[src/design/pao_defines.svh]
// Register map, field positions, reset values and bus codes for port override
`ifndef PAO_DEFINES_SVH
`define PAO_DEFINES_SVH

// Register byte offsets on the AXI4-Lite slave
`define PAO_OFS_DIR        8'h00
`define PAO_OFS_OUT        8'h04
`define PAO_OFS_PIN        8'h08
`define PAO_OFS_MCU        8'h0C
`define PAO_OFS_PINCHG     8'h10

// Field positions in mcu_control
`define PAO_MCU_VCU_BIT    0
`define PAO_MCU_VTS_BIT    1
`define PAO_MCU_KILL_BIT   4
`define PAO_MCU_RW_MASK    8'h13

// Reset values
`define PAO_DIR_RST        8'h00
`define PAO_OUT_RST        8'h00
`define PAO_MCU_RST        8'h00

// Pin positions with fixed alternate roles
`define PAO_PIN_CLKOUT     0
`define PAO_PIN_OSC_IN     6
`define PAO_PIN_OSC_OUT    7

// AXI response codes
`define PAO_RESP_OKAY      2'h0
`define PAO_RESP_SLVERR    2'h2

`endif

[src/design/pao_pkg.sv]
// Types shared by the port override block
package pao_pkg;

	typedef logic [7:0] pao_byte_t;

	// One-hot register selector from the address decoder
	typedef enum logic [5:0] {
		PAO_REG_NONE   = 6'h01,
		PAO_REG_DIR    = 6'h02,
		PAO_REG_OUT    = 6'h04,
		PAO_REG_PIN    = 6'h08,
		PAO_REG_MCU    = 6'h10,
		PAO_REG_PINCHG = 6'h20
	} pao_reg_t;

endpackage

[src/design/pao_port_override.sv]
// Port B pin control with alternate-function overrides and AXI4-Lite registers
//
// Notes on behaviour
// Without pull-up override, pull-up on only when dir, out, kill are 0,1,0.
// With pull-up override enabled, pull-up follows its override value alone.
// Without driver override, output driver enable is the pin's direction bit.
// With driver override enabled, driver enable follows its override value.
// Value override enabled and driver on: pin drives the override value.
// Value override disabled and driver on: pin drives its output bit.
// Toggle override asserted inverts the pin's output register bit.
// Input gate follows its override value when enabled, else awake state.
// Peripherals synchronise the raw pin tap themselves unless used as clock.
// Strobes shared per port; clock, sleep, kill shared; overrides per pin.
// mcu_control is 8 bits, bits 4,1,0 read-write, others zero, resets zero.
// Global pull-up kill set turns off every pull-up not under override.
// Async timer clock without external clock makes bit 7 oscillator output.
// Async timer clock makes bit 6 oscillator input, no general I/O.
// Bit 7 as clock pin reads zero in direction, output and input bits.
// Bit 6 as clock pin reads zero in direction, output and input bits.
// Timer oscillator takeover only with internal RC clock and async timer.
// Bit 6 is chip clock pin for every source but internal RC.
// Bits 5..0 carry SPI, compare, capture and divided clock alternates.
// Each port bit n feeds pin-change source n.
// No override: direction one makes output, zero makes input.
// Divided clock drives bit 0 when its fuse is set, and during reset.
// Override muxing is combinational, no added clock cycle.
`timescale 1ns/1ps
`default_nettype none
`include "pao_defines.svh"

module pao_port_override
	import pao_pkg::*;
#(
	parameter int PINS = 8
) (
	// Clock and reset
	input  wire logic            clk,
	input  wire logic            resetn,
	// AXI4-Lite write address
	input  wire logic [7:0]      awaddr,
	input  wire logic            awvalid,
	output logic                 awready,
	// AXI4-Lite write data
	input  wire logic [31:0]     wdata,
	input  wire logic [3:0]      wstrb,
	input  wire logic            wvalid,
	output logic                 wready,
	// AXI4-Lite write response
	output logic [1:0]           bresp,
	output logic                 bvalid,
	input  wire logic            bready,
	// AXI4-Lite read address
	input  wire logic [7:0]      araddr,
	input  wire logic            arvalid,
	output logic                 arready,
	// AXI4-Lite read data
	output logic [31:0]          rdata,
	output logic [1:0]           rresp,
	output logic                 rvalid,
	input  wire logic            rready,
	// Per-pin override signals from peripherals
	input  wire logic [PINS-1:0] pullupOverrideEn,
	input  wire logic [PINS-1:0] pullupOverrideVal,
	input  wire logic [PINS-1:0] driverOverrideEn,
	input  wire logic [PINS-1:0] driverOverrideVal,
	input  wire logic [PINS-1:0] outvalOverrideEn,
	input  wire logic [PINS-1:0] outvalOverrideVal,
	input  wire logic [PINS-1:0] toggleOverrideEn,
	input  wire logic [PINS-1:0] inputGateOverrideEn,
	input  wire logic [PINS-1:0] inputGateOverrideVal,
	// Chip-wide state
	input  wire logic            sleep,
	input  wire logic            intRcClockSel,
	input  wire logic            extClockSel,
	input  wire logic            asyncTimerClockSel,
	input  wire logic            clockOutFuse,
	input  wire logic            dividedClock,
	// Pads
	input  wire logic [PINS-1:0] padIn,
	output logic      [PINS-1:0] padOut,
	output logic      [PINS-1:0] padOe,
	output logic      [PINS-1:0] padPullup,
	output logic      [PINS-1:0] analogPadLink,
	// Towards peripherals
	output logic      [PINS-1:0] rawPinInputTap,
	output logic      [PINS-1:0] pinChangeSrc,
	output logic                 vectorTableSelect,
	output logic                 vectorChangeUnlock,
	output logic                 globalPullupKill
);

	// Reset release through two flip-flops
	logic rstnMeta_q;
	logic rstn_q;

	always_ff @(posedge clk or negedge resetn) begin
		if (!resetn) begin
			rstnMeta_q <= 1'b0;
			rstn_q     <= 1'b0;
		end else begin
			rstnMeta_q <= 1'b1;
			rstn_q     <= rstnMeta_q;
		end
	end

	// Register decode, used by both the read and the write path
	function automatic pao_reg_t decodeReg(input logic [7:0] addr);
		unique case (addr)
			`PAO_OFS_DIR:    decodeReg = PAO_REG_DIR;
			`PAO_OFS_OUT:    decodeReg = PAO_REG_OUT;
			`PAO_OFS_PIN:    decodeReg = PAO_REG_PIN;
			`PAO_OFS_MCU:    decodeReg = PAO_REG_MCU;
			`PAO_OFS_PINCHG: decodeReg = PAO_REG_PINCHG;
			default:         decodeReg = PAO_REG_NONE;
		endcase
	endfunction

	// Port registers
	pao_byte_t pinDir_q;
	pao_byte_t pinOut_q;
	pao_byte_t mcuControl_q;

	// Clock-pin takeover of bits 6 and 7
	wire timerOscOn = intRcClockSel & asyncTimerClockSel;
	wire osc7Timer  = timerOscOn & ~extClockSel;
	wire osc7Chip   = ~intRcClockSel & ~extClockSel;
	wire osc7Clock  = osc7Timer | osc7Chip;
	wire osc6Clock  = timerOscOn | ~intRcClockSel;
	wire clkOutOn   = clockOutFuse | ~rstn_q;

	logic [PINS-1:0] clockPin;
	always_comb begin
		clockPin = '0;
		clockPin[`PAO_PIN_OSC_IN]  = osc6Clock;
		clockPin[`PAO_PIN_OSC_OUT] = osc7Clock;
	end

	assign globalPullupKill   = mcuControl_q[`PAO_MCU_KILL_BIT];
	assign vectorTableSelect  = mcuControl_q[`PAO_MCU_VTS_BIT];
	assign vectorChangeUnlock = mcuControl_q[`PAO_MCU_VCU_BIT];
	assign analogPadLink      = clockPin;

	// Per-pin override muxing; overrides are separate per pin
	logic [PINS-1:0] inputGate;
	logic [PINS-1:0] pinMeta_q;
	logic [PINS-1:0] pinSync_q;

	genvar n;
	generate
		for (n = 0; n < PINS; n++) begin : gPin
			wire outBit   = pinOut_q[n] ^ toggleOverrideEn[n];
			wire plainPu  = ~pinDir_q[n] & outBit
				& ~globalPullupKill;
			wire puSel    = pullupOverrideEn[n] ?
				pullupOverrideVal[n] : plainPu;
			wire drvSel   = driverOverrideEn[n] ?
				driverOverrideVal[n] : pinDir_q[n];
			wire valSel   = outvalOverrideEn[n] ?
				outvalOverrideVal[n] : outBit;
			wire gateSel  = inputGateOverrideEn[n] ?
				inputGateOverrideVal[n] : ~sleep;
			if (n == `PAO_PIN_CLKOUT) begin : gClkOut
				assign padOe[n]  = clkOutOn | drvSel;
				assign padOut[n] = clkOutOn ? dividedClock
					: (valSel & drvSel);
				assign padPullup[n] = ~clkOutOn & puSel;
				assign inputGate[n] = gateSel;
			end else begin : gNormal
				// Clock pins are cut from the port entirely
				assign padOe[n]     = ~clockPin[n] & drvSel;
				assign padOut[n]    = ~clockPin[n] & drvSel & valSel;
				assign padPullup[n] = ~clockPin[n] & puSel;
				assign inputGate[n] = ~clockPin[n] & gateSel;
			end
		end
	endgenerate

	// Raw tap is gated but unsynchronised; consumers add their own stages
	assign rawPinInputTap = padIn & inputGate;

	always_ff @(posedge clk or negedge rstn_q) begin
		if (!rstn_q) begin
			pinMeta_q <= '0;
			pinSync_q <= '0;
		end else begin
			pinMeta_q <= rawPinInputTap;
			pinSync_q <= pinMeta_q;
		end
	end

	assign pinChangeSrc = pinSync_q;

	// AXI4-Lite write channel: address and data taken in either order
	logic       awHeld_q;
	logic       wHeld_q;
	logic [7:0] awAddr_q;
	logic [7:0] wData_q;
	logic       wLane_q;
	logic       bValid_q;
	logic [1:0] bResp_q;

	assign awready = ~awHeld_q & ~bValid_q;
	assign wready  = ~wHeld_q & ~bValid_q;
	assign bvalid  = bValid_q;
	assign bresp   = bResp_q;

	wire awTake  = awvalid & awready;
	wire wTake   = wvalid & wready;
	wire addrRdy = awHeld_q | awTake;
	wire dataRdy = wHeld_q | wTake;
	wire doWrite = addrRdy & dataRdy & ~bValid_q;

	wire [7:0] wrAddr = awHeld_q ? awAddr_q : awaddr;
	wire [7:0] wrData = wHeld_q ? wData_q : wdata[7:0];
	wire       wrLane = wHeld_q ? wLane_q : wstrb[0];
	wire pao_reg_t wrSel = decodeReg(wrAddr);
	wire       wrHit  = doWrite & wrLane;
	wire       wrBad  = (wrSel == PAO_REG_NONE);

	always_ff @(posedge clk or negedge rstn_q) begin
		if (!rstn_q) begin
			awHeld_q <= 1'b0;
			awAddr_q <= 8'h00;
		end else if (doWrite) begin
			awHeld_q <= 1'b0;
		end else if (awTake) begin
			awHeld_q <= 1'b1;
			awAddr_q <= awaddr;
		end
	end

	always_ff @(posedge clk or negedge rstn_q) begin
		if (!rstn_q) begin
			wHeld_q <= 1'b0;
			wData_q <= 8'h00;
			wLane_q <= 1'b0;
		end else if (doWrite) begin
			wHeld_q <= 1'b0;
		end else if (wTake) begin
			wHeld_q <= 1'b1;
			wData_q <= wdata[7:0];
			wLane_q <= wstrb[0];
		end
	end

	always_ff @(posedge clk or negedge rstn_q) begin
		if (!rstn_q) begin
			bValid_q <= 1'b0;
			bResp_q  <= `PAO_RESP_OKAY;
		end else if (doWrite) begin
			bValid_q <= 1'b1;
			bResp_q  <= wrBad ? `PAO_RESP_SLVERR : `PAO_RESP_OKAY;
		end else if (bready) begin
			bValid_q <= 1'b0;
		end
	end

	// Register updates; a one written to the input register toggles output
	wire wrDir = wrHit & (wrSel == PAO_REG_DIR);
	wire wrOut = wrHit & (wrSel == PAO_REG_OUT);
	wire wrPin = wrHit & (wrSel == PAO_REG_PIN);
	wire wrMcu = wrHit & (wrSel == PAO_REG_MCU);

	always_ff @(posedge clk or negedge rstn_q) begin
		if (!rstn_q) begin
			pinDir_q <= `PAO_DIR_RST;
			pinOut_q <= `PAO_OUT_RST;
		end else begin
			if (wrDir)
				pinDir_q <= wrData;
			if (wrOut)
				pinOut_q <= wrData;
			else if (wrPin)
				pinOut_q <= pinOut_q ^ wrData;
		end
	end

	always_ff @(posedge clk or negedge rstn_q) begin
		if (!rstn_q)
			mcuControl_q <= `PAO_MCU_RST;
		else if (wrMcu)
			mcuControl_q <= wrData & `PAO_MCU_RW_MASK;
	end

	// Read view: clock pins read zero in all three registers
	wire [PINS-1:0] readMask = ~clockPin;
	wire pao_byte_t dirView  = pinDir_q & readMask;
	wire pao_byte_t outView  = pinOut_q & readMask;
	wire pao_byte_t pinView  = pinSync_q & readMask;
	wire pao_byte_t chgView  = pinSync_q;

	// AXI4-Lite read channel: one read at a time, answer one cycle later
	logic        rValid_q;
	logic [31:0] rData_q;
	logic [1:0]  rResp_q;

	assign arready = ~rValid_q;
	assign rvalid  = rValid_q;
	assign rdata   = rData_q;
	assign rresp   = rResp_q;

	wire      arTake = arvalid & arready;
	wire pao_reg_t rdSel = decodeReg(araddr);

	pao_byte_t rdByte;
	always_comb begin
		unique case (rdSel)
			PAO_REG_DIR:    rdByte = dirView;
			PAO_REG_OUT:    rdByte = outView;
			PAO_REG_PIN:    rdByte = pinView;
			PAO_REG_MCU:    rdByte = mcuControl_q;
			PAO_REG_PINCHG: rdByte = chgView;
			default:        rdByte = 8'h00;
		endcase
	end

	always_ff @(posedge clk or negedge rstn_q) begin
		if (!rstn_q) begin
			rValid_q <= 1'b0;
			rData_q  <= 32'h0000_0000;
			rResp_q  <= `PAO_RESP_OKAY;
		end else if (arTake) begin
			rValid_q <= 1'b1;
			rData_q  <= {24'h00_0000, rdByte};
			rResp_q  <= (rdSel == PAO_REG_NONE) ?
				`PAO_RESP_SLVERR : `PAO_RESP_OKAY;
		end else if (rready) begin
			rValid_q <= 1'b0;
		end
	end

endmodule // pao_port_override

`default_nettype wire

[config.mk]
export PLATFORM = sky130hd
export DESIGN_NAME = pao_port_override
export DESIGN_NICKNAME = d
export VERILOG_FILES = /design/src/design/pao_pkg.sv /design/src/design/pao_port_override.sv
export VERILOG_INCLUDE_DIRS = /design/src /design/src/design
export SDC_FILE = /design/constraint.sdc
export NUM_CORES = 1
export LEC_CHECK = 0
export BUFFER_PORTS_ARGS = -buffer_cell sky130_fd_sc_hd__clkbuf_2
export CORE_ASPECT_RATIO = 1.5
export CORE_MARGIN = 5
export CORE_UTILIZATION = 40
export CTS_CLUSTER_SIZE = 12
export DETAILED_ROUTE_END_ITERATION = 8
export PLACE_DENSITY = 0.77
export RECOVER_POWER = 100
export SLEW_MARGIN = 20
export SYNTH_ARGS = -nofsm -noshare
export SYNTH_HDL_FRONTEND = slang
export SYNTH_SLANG_ARGS = --single-unit
[constraint.sdc]
create_clock -name clk -period 2.4 [get_ports clk]
set_input_delay 0.24 -clock clk [delete_from_list [all_inputs] [get_ports clk]]
set_output_delay 0.24 -clock clk [all_outputs]
set_load 0.005 [all_outputs]
==> reports/results.ini, run 1 <==
[clocking]
cts_tree=done
cts_root_buf=clkbuf_16
clkTransAtPathRegs_ps=50
cts_sinks=68
cts_buffer_depth=2
numCtsBuffers=9
htreeDepth=3
clock_latency_ps=330
post_cts_buffers=0

[cells_and_area]
final_util_pct=51.29
fillerInstances=898
diodes=0
area_delta_synth_final_pct=26.37
final-instance-count-excl-fill=679
drive_above_1_share_pct=37.23
nets=704

[setup_path]
path_max_fanout=11
r2r_setup_slack_ps=310
cp.required_ps=2610
r2r-end=pinDir_q[4]$_DFFE_PN0P_
end_kind=register
reg2regPathDepth=5
cp-startpoint=awHeld_q$_DFFE_PN0P_
worstSetupPathType=reg -> reg
cp-start-kind=register
r2r-start=awHeld_q$_DFFE_PN0P_
setup.worst_path.end=pinDir_q[4]$_DFFE_PN0P_
worstPathArrival_ps=2300

[synth]
synth.distinct_cells=48
synth-simple-area-share_pct=14.62
muxShareOfSynthArea_pct=16.13
ys_seq_elements=68
synth_edf_count=0
synth_top_family_by_area=multiplexers
synth.area.top_cells=dfrtp_1 44%, mux2_2 12%, buf_4 8.6%
synth_top_cell_area_share_pct=43.52
synthArstFlopShare_pct=100.0
synthAdderAreaFrac_pct=0
yosysMostFrequentCell=dfrtp_1
ys_top_cells_by_count=68 x dfrtp_1, 49 x nand2_1, 45 x buf_4, 42 x mux2_2, 25 x o21ai_0
ys_seq_area_share_pct=43.52
synth_area_sq_um=3910
yosysTopAreaCell=dfrtp_1
ys_warn_count=0
synthXorXnorAreaFrac_pct=1.792
synthCells=389
synth-compound-area-share_pct=13.28
avgSynthCellArea_sq_um=10.05
synthFlopType=dfrtp_1

[routing]
first_pass_iters=4
drt_iter0_markers=229
via_per_inst=5.110
num_vias=3470
routedWlPerCell_microns=15.74
wirelength_mm=10.69
drcViolationCount=0
drtAntennaViolNets=0

[global_routing]
grt_remaining_overflow=0
track_usage_pct=17.39
antenna_found_initial=0
grt_max_degree=67
grt_pass1_wl_mm=16.59
grt_pass1_vias=3536

[worst_hold_path]
min_path_type=in -> reg

[sta]
fin_crit_sh_pct=87.02
setup_ws_ps=311.5
worst_slew_pin_slew_ps=1593
drv_slew=67
min_period_ps=2089
setup-violations-final=0
hold_violations=0
clock_skew_ps=4.361
rsz0062_at_grt=no
totalNegativeSetupSlack_ps=0
fmax_mhz=478.8
slew_headroom_pct=-6.196

[die]
num_rows=44
ios=237
core_region_area_sq_um=9634
initial_core_util_pct=40.58
fp.dieW_microns=90.73
die_h_microns=131.1
dieArea_sq_um=11890

[pwr]
leakagePower_nw=2.415
p_per_area_nw_per_um2=822.8
irDropWorstVdd_mv=0.4021
total_power_mw=4.066

[placed_design]
dpl.cell_count=662
gp_congestion=0.8181
port_buffers=177
dp_hpwl_mm=8.698
place_ws_ps=311.7

[flow_run]
drv_cap=1

[status]
violations=capacitance limit, slew limit
status=finished, violations left

==> report_power, final <==
group	internal (mW)	switching [mW]
logic	0.590	0.620
clock network	0.783	0.449
registers	1.41	0.218
==> state kept, by name (all words and copies together), names as in the netlist, 3 cells and up <==
name and cells:
awAddr_q 8, mcuControl_q 3, pinChangeSrc 8, pinDir_q 8
pinMeta_q 8, pinOut_q 8, rdata 8, wData_q 8
==> per-stage QoR <==
| step | area [sq um] | hold WS, ps |
|---|---|---|
| 3_5_place_dp | 4716 | 35.22 |
| 2_1_floorplan | 4028 | -55.59 |
| 3_3_place_gp | 4716 | 29.82 |
| 4_1_cts | 5009 | 87.71 |
| 6_report | 4941 | 93.17 |
| 5_1_grt | 4941 | 98.43 |
==> cell type report <==
class	instances	area, sq um	share of cell area (%)
multi-input cells	290	1907	38.59
flip-flops and latches	68	1702	34.44
repair buffers	184	883.3	17.88
clock buffers	15	277.8	5.622
well taps	115	143.9	2.912
inverters	6	22.52	0.4558
clock inverters	1	5.005	0.1013
==> worst min path at each step <==
stage                      start                   end  slack [ps]  cells after the start
after global routing      rready    rvalid$_DFFE_PN0P_         100                      2
final                     rready    rvalid$_DFFE_PN0P_          90                      2
after detailed placement  resetn  rstnMeta_q$_DFF_PN0_          40                      1
after floorplan           resetn  rstnMeta_q$_DFF_PN0_         -60                      0
after CTS                 rready    rvalid$_DFFE_PN0P_          90                      2
after global placement    resetn  rstnMeta_q$_DFF_PN0_          30                      1
==> metal layers <==
layer	global-route usage (%)	up-vias	part of all wire [%]
li1	-	1643	-
met1	19.31	1624	36
met2	30.81	179	53
met3	3.712	24	8.0
met4	9.904	0	3.5
met5	0	-	0
==> critical path, cell delays in order (launching register included) <==
cell and delay (ps):
dfrtp_1 580, nor4b_1 300, o22ai_1 190, nor4_4 400, nand3_4 190, mux2_2 320
==> cells by family (layout without fill, tap and decap cells) <==
group,count (synthesis),count (layout)
AND/OR/NAND/NOR,112,112
AO/OA/AOI/OAI,83,83
flip-flops,68,68
buffers and inverters,62,206
multiplexers,54,54
XOR/XNOR,8,8
other,2,33
==> cell usage in the layout, fill, tap and decap left out, drive strengths merged, types with 7 or more instances in the layout <==
cell type / n
clkbuf: 196
dfrtp: 68
nand2: 50
mux2: 42
conb: 33
o21ai: 26
a21oi: 18
nor2: 17
and2: 11
mux2i: 9
xnor2: 8
o22ai: 8
a31oi: 7
a22oi: 7
==> timing repair <==
| item | 4_1_cts | 5_1_grt |
|---|---|---|
| endpoints found under the hold margin | 2 | 0 |
| endpoints found under the setup margin | 0 | 0 |
| gates resized for setup | 0 | 0 |
| hold buffers | 1 | 0 |
Note: power is estimated with default switching activity, not from simulation.
==> run 2, diff against run 1 <==
--- a/config.mk
+++ b/config.mk
@@ -12,6 +12,7 @@
 export CORE_UTILIZATION = 40
 export CTS_CLUSTER_SIZE = 12
 export DETAILED_ROUTE_END_ITERATION = 8
+export GPL_TIMING_DRIVEN = 0
 export PLACE_DENSITY = 0.77
 export RECOVER_POWER = 100
 export SLEW_MARGIN = 20
==> run 2 against run 1 <==
Effect of this change: the flow now finishes without violations; via count up 5.6%; design area up 8.6%; combinational power up 11%; final cell count up 7.5%; non-clock buffer count up 51; flip-flop and latch count unchanged; clock power up 13%; critical path depth up 1; core utilization up 4.4 points; total power up 6.8%; die area unchanged.
==> reports/results.ini, run 2 (synthesis gave the netlist of run 1 again) <==
[status]
status=completed

[setup_path]
end_kind=register
r2r-end=pinDir_q[5]$_DFFE_PN0P_
r2r-start=awHeld_q$_DFFE_PN0P_
path_max_fanout=10
cp.required_ps=2610
r2r_setup_slack_ps=190
worstSetupPathType=reg -> reg
worstPathArrival_ps=2420
reg2regPathDepth=6
cp-start-kind=register

[clocking]
cts_root_buf=clkbuf_16
htreeDepth=3
numCtsBuffers=9
cts_sinks=68
cts_tree=done
clock_latency_ps=330
cts_buffer_depth=2
clkTransAtPathRegs_ps=50
post_cts_buffers=0

[sta]
totalNegativeSetupSlack_ps=0
setup-violations-final=0
whs_ps=89.61
drv_slew=0
clock_skew_ps=4.774
fmax_mhz=453.2
worst_slew_pin_slew_ps=642.5
setup_ws_ps=193.5
hold_violations=0
fin_crit_sh_pct=91.94
rsz0062_at_grt=no
slew_headroom_pct=57.17
min_period_ps=2206

[placed_design]
gp_congestion=0.8156
dp_hpwl_mm=9.112
port_buffers=177
dpl.cell_count=713
place_ws_ps=130.1

[routing]
drtAntennaViolNets=0
first_pass_iters=4
drt_iter0_markers=186
via_per_inst=5.019
drcViolationCount=0
routedWlPerCell_microns=15.22
wirelength_mm=11.11
num_vias=3664

[worst_hold_path]
min_to=rvalid$_DFFE_PN0P_
hp-start=rready
min_path_type=in -> reg
hold_depth=2

[die]
ios=237
fp.dieW_microns=90.73
dieArea_sq_um=11890
die_h_microns=131.1
core_region_area_sq_um=9634
initial_core_util_pct=40.58
num_rows=44

[global_routing]
use_met3_pct=4.055
track_usage_pct=17.81
use_met2_pct=33.03
grt_util_met1_pct=19.55
grt_pass1_wl_mm=17.13
grt-busiest-layer=met2
grt_pass1_vias=3704
grt_remaining_overflow=0
antenna_found_initial=0
grt_max_degree=37

[cells_and_area]
diodes=0
final_cell_mix=139 x clkbuf_2, 67 x dfrtp_1, 50 x nand2_1, 45 x clkbuf_1, 42 x mux2_2
final_common_cell=clkbuf_2
fillerInstances=862
drive_above_1_share_pct=41.79
final-instance-count-excl-fill=730
area_delta_synth_final_pct=37.22
seq_area_sq_um=1705
multiInputGateArea_sq_um=1921
nets=755

[pwr]
p_per_area_nw_per_um2=809.2
total_power_mw=4.342
irDropWorstVdd_mv=0.4808
leakagePower_nw=2.672

[flow_run]
drv_cap=0

==> run 2: power by group <==
| part | switching (mW) | internal, mW | leakage (nW) |
|---|---|---|---|
| sequential | 0.205 | 1.41 | 0.881 |
| clock | 0.462 | 0.931 | 0.159 |
| combinational | 0.656 | 0.681 | 1.63 |
==> run 2: repair_timing <==
action                                  in CTS  in global routing
endpoints found under the setup margin       0                 10
endpoints found under the hold margin        2                  0
hold buffers                                 1                  0
resized for setup                            0                  2
==> run 2: through the flow <==
stage	area, sq um	util [%]
finish	5365	55.69
global route	5365	55.69
CTS	5408	56.13
detailed placement	5080	52.73
global placement	5057	52.49
floorplan	4028	-
==> run 2: how the worst max path moves through the flow <==
stage	startpoint	endpoint	slack [ps]	cells after the start
floorplan	awHeld_q$_DFFE_PN0P_	pinDir_q[0]$_DFFE_PN0P_	410	6
global placement	rstn_q$_DFF_PN0_	padOut[0]	80	3
detailed placement	awHeld_q$_DFFE_PN0P_	pinDir_q[3]$_DFFE_PN0P_	130	6
CTS	awHeld_q$_DFFE_PN0P_	pinDir_q[4]$_DFFE_PN0P_	100	6
global route	awHeld_q$_DFFE_PN0P_	mcuControl_q[1]$_DFFE_PN0P_	30	6
finish	awHeld_q$_DFFE_PN0P_	pinDir_q[5]$_DFFE_PN0P_	190	6
==> run 2: cell type report <==
cell class	count	share of cell area, %
clock buffer	11	4.524
buffer	56	7.206
multi-input combinational	290	35.80
clock inverter	5	1.399
timing repair buffer	179	16.18
tap	115	2.682
inverter	6	0.4198
sequential	68	31.79
==> run 2: metal layers <==
| layer | part of all wire [%] | wire length (microns) |
|---|---|---|
| met1 | 36 | 4051 |
| met2 | 54 | 5950 |
| met3 | 7.9 | 875 |
| met4 | 2.1 | 232 |
| met5 | 0 | 0 |
==> run 2: worst max-delay path: stages, from the launching register on <==
cell and delay (ps):
dfrtp_1 390, buf_6 150, nor4_2 250, o22ai_1 190, nor4_4 550, nand3_4 230, mux2_2 320
==> run 3, diff against run 2 <==
--- a/config.mk
+++ b/config.mk
@@ -7,7 +7,7 @@
 export NUM_CORES = 1
 export LEC_CHECK = 0
 export BUFFER_PORTS_ARGS = -buffer_cell sky130_fd_sc_hd__clkbuf_2
-export CORE_ASPECT_RATIO = 1.5
+export CORE_ASPECT_RATIO = 2
 export CORE_MARGIN = 5
 export CORE_UTILIZATION = 40
 export CTS_CLUSTER_SIZE = 12
@@ -15,6 +15,7 @@
 export GPL_TIMING_DRIVEN = 0
 export PLACE_DENSITY = 0.77
 export RECOVER_POWER = 100
+export SKIP_CTS_REPAIR_TIMING = 1
 export SLEW_MARGIN = 20
 export SYNTH_ARGS = -nofsm -noshare
 export SYNTH_HDL_FRONTEND = slang
==> run 3 against run 2 <==
Effect of this change: worst hold slack worse by 4.6 ps; critical path type unchanged; total power up 0.68%; critical endpoint is now pinDir_q[0]$_DFFE_PN0P_; via count up 0.46%.
==> reports/results.ini, run 3 (synthesis gave the netlist of run 1 again) <==
[global_routing]
use_met2_pct=35.05
grt_pass1_vias=3839
antenna_found_initial=0
track_usage_pct=18.79
use_met3_pct=4.096
grt_pass1_wl_mm=17.50
grt-busiest-layer=met2
grt_remaining_overflow=0
grt_max_degree=52
grt_util_met1_pct=18.51

[cells_and_area]
seq_area_sq_um=1705
final_cell_mix=139 x clkbuf_2, 67 x dfrtp_1, 50 x nand2_1, 47 x clkbuf_1, 45 x buf_4
nets=759
area_delta_synth_final_pct=38.46
fillerInstances=882
drive_above_1_share_pct=42.00
multiInputGateArea_sq_um=1903
final_common_cell=clkbuf_2
final_util_pct=56.19
diodes=0

[die]
initial_core_util_pct=40.58
dieArea_sq_um=11970
num_rows=51
die_h_microns=149.8
core_region_area_sq_um=9635
fp.dieW_microns=79.91
ios=237

[sta]
min_period_ps=2163
whs_ps=85.05
clock_skew_ps=5.603
hold_violations=0
rsz0062_at_grt=no
slew_headroom_pct=52.25
drv_slew=0
fmax_mhz=462.3
worst_slew_pin_slew_ps=708.7
setup-violations-final=0
fin_crit_sh_pct=90.13
totalNegativeSetupSlack_ps=0
setup_ws_ps=236.9

[status]
status=completed

[setup_path]
cp.required_ps=2610
worstPathArrival_ps=2380
worstSetupPathType=reg -> reg
cp-start-kind=register
path_max_fanout=8
end_kind=register

[routing]
num_vias=3681
first_pass_iters=4
routedWlPerCell_microns=15.09
via_per_inst=4.901
drcViolationCount=0
wirelength_mm=11.33
drtAntennaViolNets=0
drt_iter0_markers=220

[pwr]
leakagePower_nw=2.695
p_per_area_nw_per_um2=807.4
irDropWorstVdd_mv=0.4385
total_power_mw=4.371

[clocking]
cts_tree=done
htreeDepth=3
cts_root_buf=clkbuf_16
clkTransAtPathRegs_ps=60
numCtsBuffers=9
clock_latency_ps=330
cts_buffer_depth=2
cts_sinks=68

[placed_design]
gp_congestion=0.8534
dp_hpwl_mm=9.377
place_ws_ps=108.0
port_buffers=177

[worst_hold_path]
min_path_type=in -> reg

[flow_run]
drv_cap=0

==> run 3: worst paths after layout <==
check | startpoint | end | slack, ps | cells after the start
setup / recovery | bvalid$_DFFE_PN0P_ | pinDir_q[0]$_DFFE_PN0P_ | 240 | 6
hold / removal | rready | rvalid$_DFFE_PN0P_ | 90 | 2
setup reg to reg | bvalid$_DFFE_PN0P_ | pinDir_q[0]$_DFFE_PN0P_ | 240 | 6
hold reg to reg | rstn_q$_DFF_PN0_ | pinChangeSrc[6]$_DFF_PN0_ | 200 | 0
max in group asynchronous | rstn_q$_DFF_PN0_ | awAddr_q[2]$_DFFE_PN0P_ | 1670 | 1
min in group asynchronous | rstn_q$_DFF_PN0_ | pinChangeSrc[6]$_DFF_PN0_ | 200 | 0
==> run 3: per-stage QoR <==
step / area, sq um / instances
after floorplan: 4028 / 420
after global placement: 5079 / 729
after detailed placement: 5109 / 730
after CTS: 5434 / 746
after global routing: 5414 / 751
final: 5414 / 751
==> run 3: final cells by class <==
cell class | instances | area share, %
buffer | 56 | 7.141
clock buffer | 10 | 4.414
clock inverter | 6 | 1.595
inverter | 6 | 0.4160
multi-input combinational | 290 | 35.15
sequential | 68 | 31.50
tap | 132 | 3.051
timing repair buffer | 183 | 16.73
==> run 3: report_power, final <==
group	switching, mW	internal (mW)	leakage, nW
clock network	0.480	0.936	0.159
logic	0.652	0.679	1.65
registers	0.218	1.41	0.881
total	1.35	3.02	2.69
==> run 3: routing by layer <==
metal / wire (microns) / part of all wire, % / up-vias
li1: - / - / 1762
met1: 3817 / 34 / 1719
met2: 6338 / 56 / 167
met3: 687 / 6.1 / 33
met4: 489 / 4.3 / 0
met5: 0 / 0 / -
==> run 3: critical path: stages, from the launching register on <==
cell,delay [ps]
dfrtp_1,430
o21ba_2,270
o21ai_0,260
nor4_4,340
buf_4,190
nand3_2,210
mux2_2,350
